<file path="config.mk">
export PLATFORM = sky130hd
export DESIGN_NAME = vcc_top
export DESIGN_NICKNAME = d
export VERILOG_FILES = /design/src/hdl/vcc_pkg.sv /design/src/hdl/vcc_sync.sv /design/src/hdl/vcc_channel.sv /design/src/hdl/vcc_top.sv
export SDC_FILE = /design/constraint.sdc
export NUM_CORES = 1
export LEC_CHECK = 0
export BUFFER_PORTS_ARGS = -buffer_cell sky130_fd_sc_hd__buf_2
export CAP_MARGIN = 20
export CORE_MARGIN = 5
export CORE_UTILIZATION = 59
export CTS_CLUSTER_DIAMETER = 60
export CTS_CLUSTER_SIZE = 12
export DETAILED_ROUTE_END_ITERATION = 12
export PLACE_DENSITY = 0.92
export SYNTH_ARGS = -nofsm -noshare
export SYNTH_HDL_FRONTEND = slang
export SYNTH_HIERARCHICAL = 1
export SYNTH_SLANG_ARGS = --single-unit
export TNS_END_PERCENT = 100
</file>
<file path="constraint.sdc">
create_clock -name clk -period 1.9 [get_ports clk]
set_input_delay 0.19 -clock clk [delete_from_list [all_inputs] [get_ports clk]]
set_output_delay 0.19 -clock clk [all_outputs]
set_load 0.01 [all_outputs]
</file>
<file path="src/hdl/vcc_pkg.sv">
// Package of constants and types for the voltage comparator control block.
package vcc_pkg;
   // ==========================================================
   // Geometry and special-function register decode
   // ==========================================================
   localparam int        NUM_CMP        = 3;
   localparam logic [7:0] CTRL_ADDR     = 8'h88;
   localparam logic [7:0] MODE_ADDR     = 8'h89;
   localparam logic [7:0] PAGE_BASE     = 8'h01;
   // ==========================================================
   // Field positions
   // ==========================================================
   localparam int CTRL_ON_BIT   = 7;
   localparam int CTRL_OUT_BIT  = 6;
   localparam int CTRL_RISE_BIT = 5;
   localparam int CTRL_FALL_BIT = 4;
   localparam int CTRL_HYP_LSB  = 2;
   localparam int CTRL_HYN_LSB  = 0;
   localparam int MODE_RIE_BIT  = 5;
   localparam int MODE_FIE_BIT  = 4;
   localparam int MODE_MD_LSB   = 0;
   // ==========================================================
   // Reset values and writable mask
   // ==========================================================
   localparam logic [7:0] CTRL_RESET = 8'h00;
   localparam logic [7:0] MODE_RESET = 8'h02;
   localparam logic [7:0] MODE_WMASK = 8'h33;
   // ==========================================================
   // Types
   // ==========================================================
   typedef struct packed {
      logic       cmpOn;
      logic [1:0] posHysteresisSel;
      logic [1:0] negHysteresisSel;
      logic [1:0] responseModeSel;
   } vcc_analog_cfg_t;

   typedef struct packed {
      logic       wrEn;
      logic       rdEn;
      logic [7:0] addr;
      logic [7:0] page;
      logic [7:0] wdata;
   } vcc_sfr_req_t;
endpackage : vcc_pkg

</file>
<file path="src/hdl/vcc_sync.sv">
// Three-stage synchroniser with agreement filter for the analog result.
`timescale 1ns/100ps
`default_nettype none
module vcc_sync (
   // Clock and reset
   input  wire logic clk,
   input  wire logic rst_n,
   // Data
   input  wire logic asyncIn,
   output var  logic syncOut
);
   logic stage1_reg;
   logic stage2_reg;
   logic stage3_reg;
   logic syncOut_next;

   // A change counts only once the second and third stages agree.
   assign syncOut_next = (stage2_reg == stage3_reg) ? stage3_reg : syncOut;

   always_ff @(posedge clk or negedge rst_n) begin
      if (!rst_n) begin
         stage1_reg <= 1'b0;
         stage2_reg <= 1'b0;
         stage3_reg <= 1'b0;
         syncOut    <= 1'b0;
      end else begin
         stage1_reg <= asyncIn;
         stage2_reg <= stage1_reg;
         stage3_reg <= stage2_reg;
         syncOut    <= syncOut_next;
      end
   end
endmodule : vcc_sync
`default_nettype wire

</file>
<file path="src/hdl/vcc_channel.sv">
// One comparator channel: control and mode registers, edge flags, request.
`timescale 1ns/100ps
`default_nettype none
module vcc_channel (
   // Clock and reset
   input  wire logic                 clk,
   input  wire logic                 rst_n,
   // Register access, already decoded for this channel
   input  wire logic                 ctrlWr,
   input  wire logic                 modeWr,
   input  wire logic [7:0]           wdata,
   // Comparator result, already synchronised to clk
   input  wire logic                 cmpSync,
   // Results
   output var  logic [7:0]           ctrlRd,
   output var  logic [7:0]           modeRd,
   output var  logic                 resultState,
   output var  logic                 edgeIrq,
   output var  vcc_pkg::vcc_analog_cfg_t cfg
);
   logic       lastState_reg;
   logic       cmpOn_reg;
   logic       riseFlag_reg;
   logic       fallFlag_reg;
   logic [1:0] posHys_reg;
   logic [1:0] negHys_reg;
   logic [7:0] mode_reg;
   logic       riseEvt;
   logic       fallEvt;
   logic       riseFlag_next;
   logic       fallFlag_next;

   // A disabled comparator reads and drives low.
   assign resultState = cmpOn_reg & cmpSync;
   assign riseEvt     = resultState & ~lastState_reg;
   assign fallEvt     = ~resultState & lastState_reg;

   // Hardware set wins over a software clear in the same cycle.
   assign riseFlag_next = riseEvt |
      (ctrlWr ? wdata[vcc_pkg::CTRL_RISE_BIT] : riseFlag_reg);
   assign fallFlag_next = fallEvt |
      (ctrlWr ? wdata[vcc_pkg::CTRL_FALL_BIT] : fallFlag_reg);

   assign ctrlRd = {cmpOn_reg, resultState, riseFlag_reg, fallFlag_reg,
                    posHys_reg, negHys_reg};
   assign modeRd = mode_reg;
   assign edgeIrq = (riseFlag_reg & mode_reg[vcc_pkg::MODE_RIE_BIT]) |
                    (fallFlag_reg & mode_reg[vcc_pkg::MODE_FIE_BIT]);
   assign cfg = '{cmpOn: cmpOn_reg, posHysteresisSel: posHys_reg,
                  negHysteresisSel: negHys_reg,
                  responseModeSel: mode_reg[vcc_pkg::MODE_MD_LSB +: 2]};

   always_ff @(posedge clk or negedge rst_n) begin
      if (!rst_n) begin
         lastState_reg <= 1'b0;
         cmpOn_reg     <= vcc_pkg::CTRL_RESET[vcc_pkg::CTRL_ON_BIT];
         riseFlag_reg  <= vcc_pkg::CTRL_RESET[vcc_pkg::CTRL_RISE_BIT];
         fallFlag_reg  <= vcc_pkg::CTRL_RESET[vcc_pkg::CTRL_FALL_BIT];
         posHys_reg    <= vcc_pkg::CTRL_RESET[vcc_pkg::CTRL_HYP_LSB +: 2];
         negHys_reg    <= vcc_pkg::CTRL_RESET[vcc_pkg::CTRL_HYN_LSB +: 2];
         mode_reg      <= vcc_pkg::MODE_RESET;
      end else begin
         lastState_reg <= resultState;
         riseFlag_reg  <= riseFlag_next;
         fallFlag_reg  <= fallFlag_next;
         if (ctrlWr) begin
            cmpOn_reg  <= wdata[vcc_pkg::CTRL_ON_BIT];
            posHys_reg <= wdata[vcc_pkg::CTRL_HYP_LSB +: 2];
            negHys_reg <= wdata[vcc_pkg::CTRL_HYN_LSB +: 2];
         end
         if (modeWr) begin
            mode_reg <= wdata & vcc_pkg::MODE_WMASK;
         end
      end
   end
endmodule : vcc_channel
`default_nettype wire

</file>
<file path="src/hdl/vcc_top.sv">
// Top of the three-channel voltage comparator control block.
`timescale 1ns/100ps
`default_nettype none
module vcc_top (
   // Clock and reset
   input  wire logic                     clk,
   input  wire logic                     rst_n,
   // Special-function register access
   input  wire vcc_pkg::vcc_sfr_req_t    sfrReq,
   output var  logic [7:0]               sfrRdata,
   output var  logic                     sfrHit,
   // Extended interrupt enables from the core, one per comparator
   input  wire logic [2:0]               extIrqEnable,
   // Analog comparator results, asynchronous
   input  wire logic [2:0]               cmpRaw,
   // Settings toward the analog comparators
   output var  vcc_pkg::vcc_analog_cfg_t cmpCfg [3],
   // Result fan-out
   output var  logic [2:0]               pinOut,
   output var  logic [2:0]               resetSrc,
   output var  logic [2:0]               cmpIrq
);
   wire logic [2:0]          pageSel;
   wire logic [2:0]          ctrlWr;
   wire logic [2:0]          modeWr;
   wire logic [2:0]          cmpSync;
   logic [7:0]               ctrlRd [3];
   logic [7:0]               modeRd [3];
   wire logic [2:0]          resultState;
   wire logic [2:0]          edgeIrq;
   vcc_pkg::vcc_analog_cfg_t cfgNext [3];
   logic                     isCtrl;
   logic                     isMode;
   logic [7:0]               rdNext;
   logic                     hitNext;

   // ==========================================================
   // Address decode
   // ==========================================================
   assign isCtrl = (sfrReq.addr == vcc_pkg::CTRL_ADDR);
   assign isMode = (sfrReq.addr == vcc_pkg::MODE_ADDR);

   // ==========================================================
   // Channels
   // ==========================================================
   for (genvar i = 0; i < vcc_pkg::NUM_CMP; i++) begin : g_cmp
      assign pageSel[i] = (sfrReq.page == vcc_pkg::PAGE_BASE + 8'(i));
      assign ctrlWr[i]  = sfrReq.wrEn & isCtrl & pageSel[i];
      assign modeWr[i]  = sfrReq.wrEn & isMode & pageSel[i];

      // The raw result is asynchronous, so it is filtered before any edge logic sees it.
      vcc_sync u_sync (
         .clk     (clk),
         .rst_n   (rst_n),
         .asyncIn (cmpRaw[i]),
         .syncOut (cmpSync[i])
      );

      vcc_channel u_chan (
         .clk         (clk),
         .rst_n       (rst_n),
         .ctrlWr      (ctrlWr[i]),
         .modeWr      (modeWr[i]),
         .wdata       (sfrReq.wdata),
         .cmpSync     (cmpSync[i]),
         .ctrlRd      (ctrlRd[i]),
         .modeRd      (modeRd[i]),
         .resultState (resultState[i]),
         .edgeIrq     (edgeIrq[i]),
         .cfg         (cfgNext[i])
      );

      // Outputs are registered, so each lags the internal state by one cycle.
      always_ff @(posedge clk or negedge rst_n) begin
         if (!rst_n) begin
            pinOut[i]   <= 1'b0;
            resetSrc[i] <= 1'b0;
            cmpIrq[i]   <= 1'b0;
            cmpCfg[i]   <= '{cmpOn: vcc_pkg::CTRL_RESET[vcc_pkg::CTRL_ON_BIT],
                             posHysteresisSel: vcc_pkg::CTRL_RESET[vcc_pkg::CTRL_HYP_LSB +: 2],
                             negHysteresisSel: vcc_pkg::CTRL_RESET[vcc_pkg::CTRL_HYN_LSB +: 2],
                             responseModeSel: vcc_pkg::MODE_RESET[vcc_pkg::MODE_MD_LSB +: 2]};
         end else begin
            pinOut[i]   <= resultState[i];
            resetSrc[i] <= resultState[i];
            cmpIrq[i]   <= edgeIrq[i] & extIrqEnable[i];
            cmpCfg[i]   <= cfgNext[i];
         end
      end
   end

   // ==========================================================
   // Read mux
   // ==========================================================
   always_comb begin
      rdNext  = 8'h00;
      hitNext = 1'b0;
      for (int k = 0; k < vcc_pkg::NUM_CMP; k++) begin
         if (sfrReq.rdEn && pageSel[k] && isCtrl) begin
            rdNext  = ctrlRd[k];
            hitNext = 1'b1;
         end else if (sfrReq.rdEn && pageSel[k] && isMode) begin
            rdNext  = modeRd[k];
            hitNext = 1'b1;
         end
      end
   end

   always_ff @(posedge clk or negedge rst_n) begin
      if (!rst_n) begin
         sfrRdata <= 8'h00;
         sfrHit   <= 1'b0;
      end else begin
         sfrRdata <= rdNext;
         sfrHit   <= hitNext;
      end
   end
endmodule : vcc_top
`default_nettype wire

</file>
==> results of run 1 <==
==> stage by stage <==
| step | total power [W] | cell area (µm²) | hold slack [ns] |
|---|---|---|---|
| 4_1_cts | 0.00341 | 4250 | 0.0137 |
| 5_1_grt | 0.00352 | 4250 | 0.0109 |
| 6_report | 0.00339 | 4250 | 0.0285 |
| 3_5_place_dp | 0.00204 | 3990 | 0.147 |
| 3_3_place_gp | 0.00203 | 3990 | 0.137 |
| 2_1_floorplan | 0.00195 | 3800 | -0.106 |
==> where the power goes <==
part	switching (W)	leakage (nW)	internal, W	total, W
Combinational	0.000120	0.950	0.0000834	0.000203
Clock	0.000635	0.111	0.000743	0.00138
Sequential	0.00000913	1.11	0.00180	0.00181
==> worst max path at each step <==
stage	startpoint	to	slack [ns]	cells after the start
2_1_floorplan	sfrReq[13]	g_cmp[1].u_chan/modeRd[0]	-0.06	5
5_1_grt	sfrReq[21]	g_cmp[1].u_chan/posHys_reg[1]	0.01	7
3_5_place_dp	sfrReq[21]	g_cmp[1].u_chan/posHys_reg[1]	-0.29	7
3_3_place_gp	sfrReq[21]	g_cmp[1].u_chan/cmpOn_reg	-0.25	7
6_report	sfrReq[21]	g_cmp[1].u_chan/posHys_reg[1]	0.08	7
4_1_cts	sfrReq[21]	g_cmp[1].u_chan/posHys_reg[1]	0.09	7
==> final cells by class <==
type / count / area, µm²
tap: 77 / 96.3
sequential: 84 / 2110
timing repair buffer: 95 / 561
clock inverter: 6 / 87.6
fill: 412 / 1990
inverter: 9 / 33.8
multi-input combinational: 150 / 1230
clock buffer: 10 / 128
==> metal layers <==
layer  vias to the layer above  global-route usage (%)  wire, µm
li1                       1090                       -         -
met1                      1196                    26.6      3100
met2                       119                    34.0      3870
met3                        15                    7.56       776
met4                         0                    7.31       133
met5                         -                    2.60         0
==> cells in the final DEF (no fill, tap or decap), drive strengths merged <==
cell type,Yosys,layout
a21oi,3,3
a221o,3,3
a221oi,8,8
a22o,9,9
a22oi,6,6
a32o,1,1
and2,3,3
and3,2,2
buf,52,91
bufinv,0,2
clkbuf,8,10
clkinv,0,3
conb,3,12
dfrtp,78,78
dfstp,6,6
dlygate4sd3,0,4
inv,9,10
maj3,3,3
mux2,35,35
mux2i,3,3
nand2,6,6
nand2b,2,2
nand3,1,1
nand3b,7,7
nand4b,1,1
nor2,8,8
nor2b,8,8
nor3,2,2
nor3b,1,1
nor4b,2,2
nor4bb,2,2
o21ai,9,9
o21bai,1,1
o221ai,1,1
o22ai,6,6
o32ai,1,1
or3b,1,1
or4,1,1
or4b,2,2
==> worst reg2reg max path, stage by stage (launching register included) <==
cell	delay [ns]
dfrtp_1	0.40
nand2_1	0.10
inv_1	0.11
mux2_2	0.17
o22ai_1	0.08
a221oi_1	0.34
==> kinds of logic after synthesis <==
logic type / Yosys count / share of synthesized area (%)
muxes: 38 / 11.4
other: 3 / 0.302
and+or+nand+nor: 49 / 8.85
DFF: 84 / 56.5
AOI/OAI and AO/OA: 48 / 9.66
buffers and inverters: 69 / 12.4
adders and majority gates: 3 / 0.905
==> results.yml, run 1 <==
run_status:
  status: "completed"
cells_and_area:
  final_core_util_pct: 68.0
  syn_to_final_growth_pct: 13.8
  stdcell_count: 431
  regMostFlops: "cmpCfg"
  nNetsFinal: 383
  antenna_cells: 0
  largest_register_ffs: 21
  layout-drive-gt1-share_pct: 45.8
routing:
  vias_per_cell: 5.61
  dr.pass1.iters: 4
  wl_per_cell_um: 18.3
  drt-initial-drc-count: 299
  wl_mm: 7.88
  via_count: 2420
  ant_nets: 0
  drcViolationCount: 0
timing:
  timing.final.crit_share_pct: 95.8
  drv_slew: 0
  setup_viol: 0
  setup_tns_ns: 0
  timing.fmax_ghz: 0.549
  grt_setup_unrepaired: "false"
  finalCriticalPeriod_ns: 1.82
  fin_ws_ns: 0.0791
  finalHoldViolCount: 0
  skew_ns: 0.00847
grt:
  track_usage_pct: 21.2
  antenna_found_initial: 0
  first_global_vias: 2442
  grt_max_degree: 55
  grt_pass1_wl_mm: 12.3
  gr-total-overflow: 0
die:
  rows: 29
  die_area_um2: 8020
  ioPinCount: 73
  core_um2: 6240
  initial_utilization_pct: 59.8
  die_y_um: 89.5
  die_w_um: 89.5
power:
  p_per_area_nw_per_um2: 799
  ir_drop_mv: 0.653
  cellLeakagePower_nw: 2.17
synthesis:
  synth_most_common_cell: "dfrtp_1"
  synth_commonest_cells: "dfrtp_1, buf_4, mux2_2"
  syn_area_um2: 3730
  syn_inst: 294
  ys_seq_area_share_pct: 56.5
  synth_edf_count: 0
  yosysTopAreaCellShare_pct: 52.3
  yosysWarnings: 6
  synth_top_area_cell: "dfrtp_1"
  ys_top_cells_by_area: "dfrtp_1, mux2_2, buf_4"
  ys_ff_latch: 84
  synth.distinct_cells: 43
  synth_ff_type: "dfrtp_1"
  syn_avg_cell_area_um2: 12.7
  ys_async_sr_fraction_pct: 100
run:
  maxCapViolCount: 0
min_path:
  worstHoldStart: "extIrqEnable[1]"
  min_path_type: "in2reg"
  worstHoldPathCells: 2
  whs_endpoint: "cmpIrq[1]"
placement:
  gp_congestion: 0.880
  dp_cells: 411
  port_buffers: 71
  place_worst_setup_slack_ns: -0.291
  dp_hpwl_mm: 5.34
clock_tree:
  numCtsBuffers: 9
  clock_latency_ns: 0.36
  clockBufferDepth: 2
  root_buffer: "clkbuf_8"
  cts_hold_buf: 4
  post_cts_buffers: 0
  cts_tree: "done"
  htreeDepth: 3
  cts_sinks: 84
  post_cts_resized: 0
  clk_pin_slew_ns: 0.09
setup_path:
  required_ns: 2.15
  worstPathCellList: "buf_2 > or4b_1 > nor4b_4 > nand3_2 > nor3_2 > buf_4 > mux2_2"
  ff2ff_setup_slack_ns: 0.58
  crit_path_max_incr_delay_ns: 0.58
  critPathBufInv: 2
  path_delay_family: "simple AND/OR/NAND/NOR gates"
  r2r-start: "g_cmp[2].u_chan/cmpOn_reg"
  endpoint_kind: "register"
  critical_path_class: "in2reg"
  crit_path_max_fanout: 6
  startpoint_type: "input pin"
  r2r_cells: 5
  arrival_ns: 2.07
  r2r_end: "sfrRdata[6]"
  cp_slowest_cell: "or4b_1"
Note: power is estimated with default switching activity, not from simulation.
==> inputs of run 2 (changes only) <==
ABC_AREA = 1   (was unset)
CORE_UTILIZATION = 60   (was 59)
==> results.yml, run 2 <==
setup_path:
  cp-startpoint: "sfrReq[21]"
  ff2ff_setup_slack_ns: 0.70
  worstPathCellList: "buf_2 > nor2_1 > nand3_2 > nor2_4 > nand2_1 > nor2_1 > o21ai_0"
  crit_path_max_incr_delay_ns: 0.42
  path_depth: 7
  endpoint: "g_cmp[2].u_chan/modeRd[0]"
  critical_path_class: "in2reg"
  r2r_cells: 6
  endpoint_kind: "register"
  r2r_end: "sfrRdata[6]"
  r2r-start: "g_cmp[0].u_chan/cmpOn_reg"
  arrival_ns: 1.56
  cpMostUsedCell: "nor2_1"
  required_ns: 2.12
  cp_slowest_cell: "nor2_1"
  critPathBufInv: 1
  startpoint_type: "input pin"
  crit_path_max_fanout: 9
  path_delay_family: "simple AND/OR/NAND/NOR gates"
synthesis:
  ys_ff_latch: 84
  synth_edf_count: 0
  synth_most_common_cell: "nand2_1"
  synth.distinct_cells: 26
  yosysTopAreaCellShare_pct: 49.2
  syn_area_um2: 3970
  synth_top_area_cell: "dfrtp_1"
  synth_commonest_cells: "nand2_1, dfrtp_1, inv_1"
  yosysWarnings: 6
  ys_top_cells_by_area: "dfrtp_1, nand2_1, buf_4"
  syn_avg_cell_area_um2: 8.59
  syn_inst: 462
  ys_async_sr_fraction_pct: 100
  synth_ff_type: "dfrtp_1"
  ys_seq_area_share_pct: 53.2
run:
  maxCapViolCount: 0
clock_tree:
  htreeDepth: 3
  cts_tree: "done"
  cts_sinks: 84
  clock_latency_ns: 0.36
  clockBufferDepth: 2
  clk_pin_slew_ns: 0.08
  numCtsBuffers: 9
  post_cts_buffers: 0
  root_buffer: "clkbuf_8"
grt:
  track_usage_pct: 22.0
  gr-total-overflow: 0
  grt_pass1_wl_mm: 14.4
  grt_max_degree: 50
  first_global_vias: 3095
  antenna_found_initial: 0
cells_and_area:
  antenna_cells: 0
  regMostFlops: "cmpCfg"
  syn_to_final_growth_pct: 9.65
  layout-drive-gt1-share_pct: 25.7
  final_cell_mix: "nand2_1, dfrtp_1, buf_2, inv_1, nor2_1"
  final_common_cell: "nand2_1"
  stdcell_count: 590
  nNetsFinal: 542
  largest_register_ffs: 21
die:
  die_y_um: 91.3
  rows: 29
  core_um2: 6390
  die_area_um2: 8340
  initial_utilization_pct: 62.1
  ioPinCount: 73
  die_w_um: 91.3
run_status:
  status: "completed"
min_path:
  min_path_type: "in2reg"
power:
  p_total_w: 0.00338
  ir_drop_mv: 0.561
  p_per_area_nw_per_um2: 777
  cellLeakagePower_nw: 2.45
placement:
  gp_congestion: 0.929
  dp_hpwl_mm: 6.20
  port_buffers: 71
  dp_cells: 570
routing:
  via_count: 3093
  dr.pass1.iters: 6
  vias_per_cell: 5.24
  drt-initial-drc-count: 344
  wl_mm: 8.65
  ant_nets: 0
  drcViolationCount: 0
  wl_per_cell_um: 14.7
timing:
  finalHoldViolCount: 0
  timing.fmax_ghz: 0.742
  slew_headroom_pct: 58.3
  tightest_slew_ns: 0.625
  timing.final.crit_share_pct: 70.9
  grt_setup_unrepaired: "false"
  drv_slew: 0
  skew_ns: 0.00813
  setup_tns_ns: 0
  finalCriticalPeriod_ns: 1.35
  setup_viol: 0
[run 2: changes by cell type after synthesis, sizes merged, moves of 8 or more]
| cell | delta |
|---|---|
| clkbuf | -8 |
| inv | +51 |
| a21oi | +10 |
| nand2 | +123 |
| a221oi | -8 |
| nand3 | +22 |
| a22o | -9 |
| nor2 | +52 |
| nor2b | -8 |
| mux2 | -35 |
| o21ai | +17 |
[run 2: stage by stage]
| step | setup WS, ns | cell area, µm² | utilization (%) | hold slack (ns) |
|---|---|---|---|---|
| 2_1_floorplan | 0.494 | 4000 | - | -0.106 |
| 3_3_place_gp | 0.291 | 4090 | 64.0 | 0.232 |
| 3_5_place_dp | 0.225 | 4090 | 64.0 | 0.248 |
| 4_1_cts | 0.574 | 4350 | 68.1 | 0.00302 |
| 5_1_grt | 0.414 | 4350 | 68.1 | 0.0240 |
| 6_report | 0.552 | 4350 | 68.1 | 0.00576 |
[run 2: worst min-delay path: stages]
cell and delay (ns):
buf_2 0.08, nand2_1 0.04, inv_1 0.04
[run 2: cells by family after synthesis]
kind of cell	share of synthesized area, %
and+or+nand+nor	24.2
AOI/OAI and AO/OA	5.90
other	0.284
DFF	53.2
buffers and inverters	16.4
[run 2: where the power goes]
part	total (W)	switching (W)	internal, W	leakage [nW]
registers	0.00182	0.0000124	0.00181	1.04
clock network	0.00141	0.000631	0.000775	0.113
logic	0.000154	0.000100	0.0000533	1.29
total	0.00338	0.000744	0.00264	2.45
[run 2: worst min path at each step]
stage,startpoint,endpoint,slack (ns),depth (start not counted)
3_5_place_dp,rst_n,cmpCfg[17],0.25,1
2_1_floorplan,rst_n,cmpCfg[0],-0.11,0
4_1_cts,extIrqEnable[2],cmpIrq[2],0.003,3
3_3_place_gp,rst_n,g_cmp[0].u_sync/stage1_reg,0.23,1
5_1_grt,extIrqEnable[1],cmpIrq[1],0.02,3
6_report,extIrqEnable[2],cmpIrq[2],0.006,3
[run 2: what timing repair did]
action / CTS / global route
hold endpoints to repair: 48 / 0
hold buffers: 4 / 0
resized for setup: 0 / 0
[run 2: layer usage]
metal / part of all wire (%) / vias up / GRT usage (%)
met2: 48 / 195 / 34.3
met1: 39 / 1422 / 28.5
met3: 9.2 / 34 / 6.45
met4: 3.3 / 0 / 10.3
met5: 0 / - / 0
li1: - / 1442 / -
[run 2: area by class of cell]
cell class / count / area, µm²
clock buffer: 10 / 138
clock inverter: 6 / 86.3
fill: 459 / 2040
inverter: 60 / 225
multi-input combinational: 272 / 1240
sequential: 84 / 2110
tap: 77 / 96.3
timing repair buffer: 81 / 455
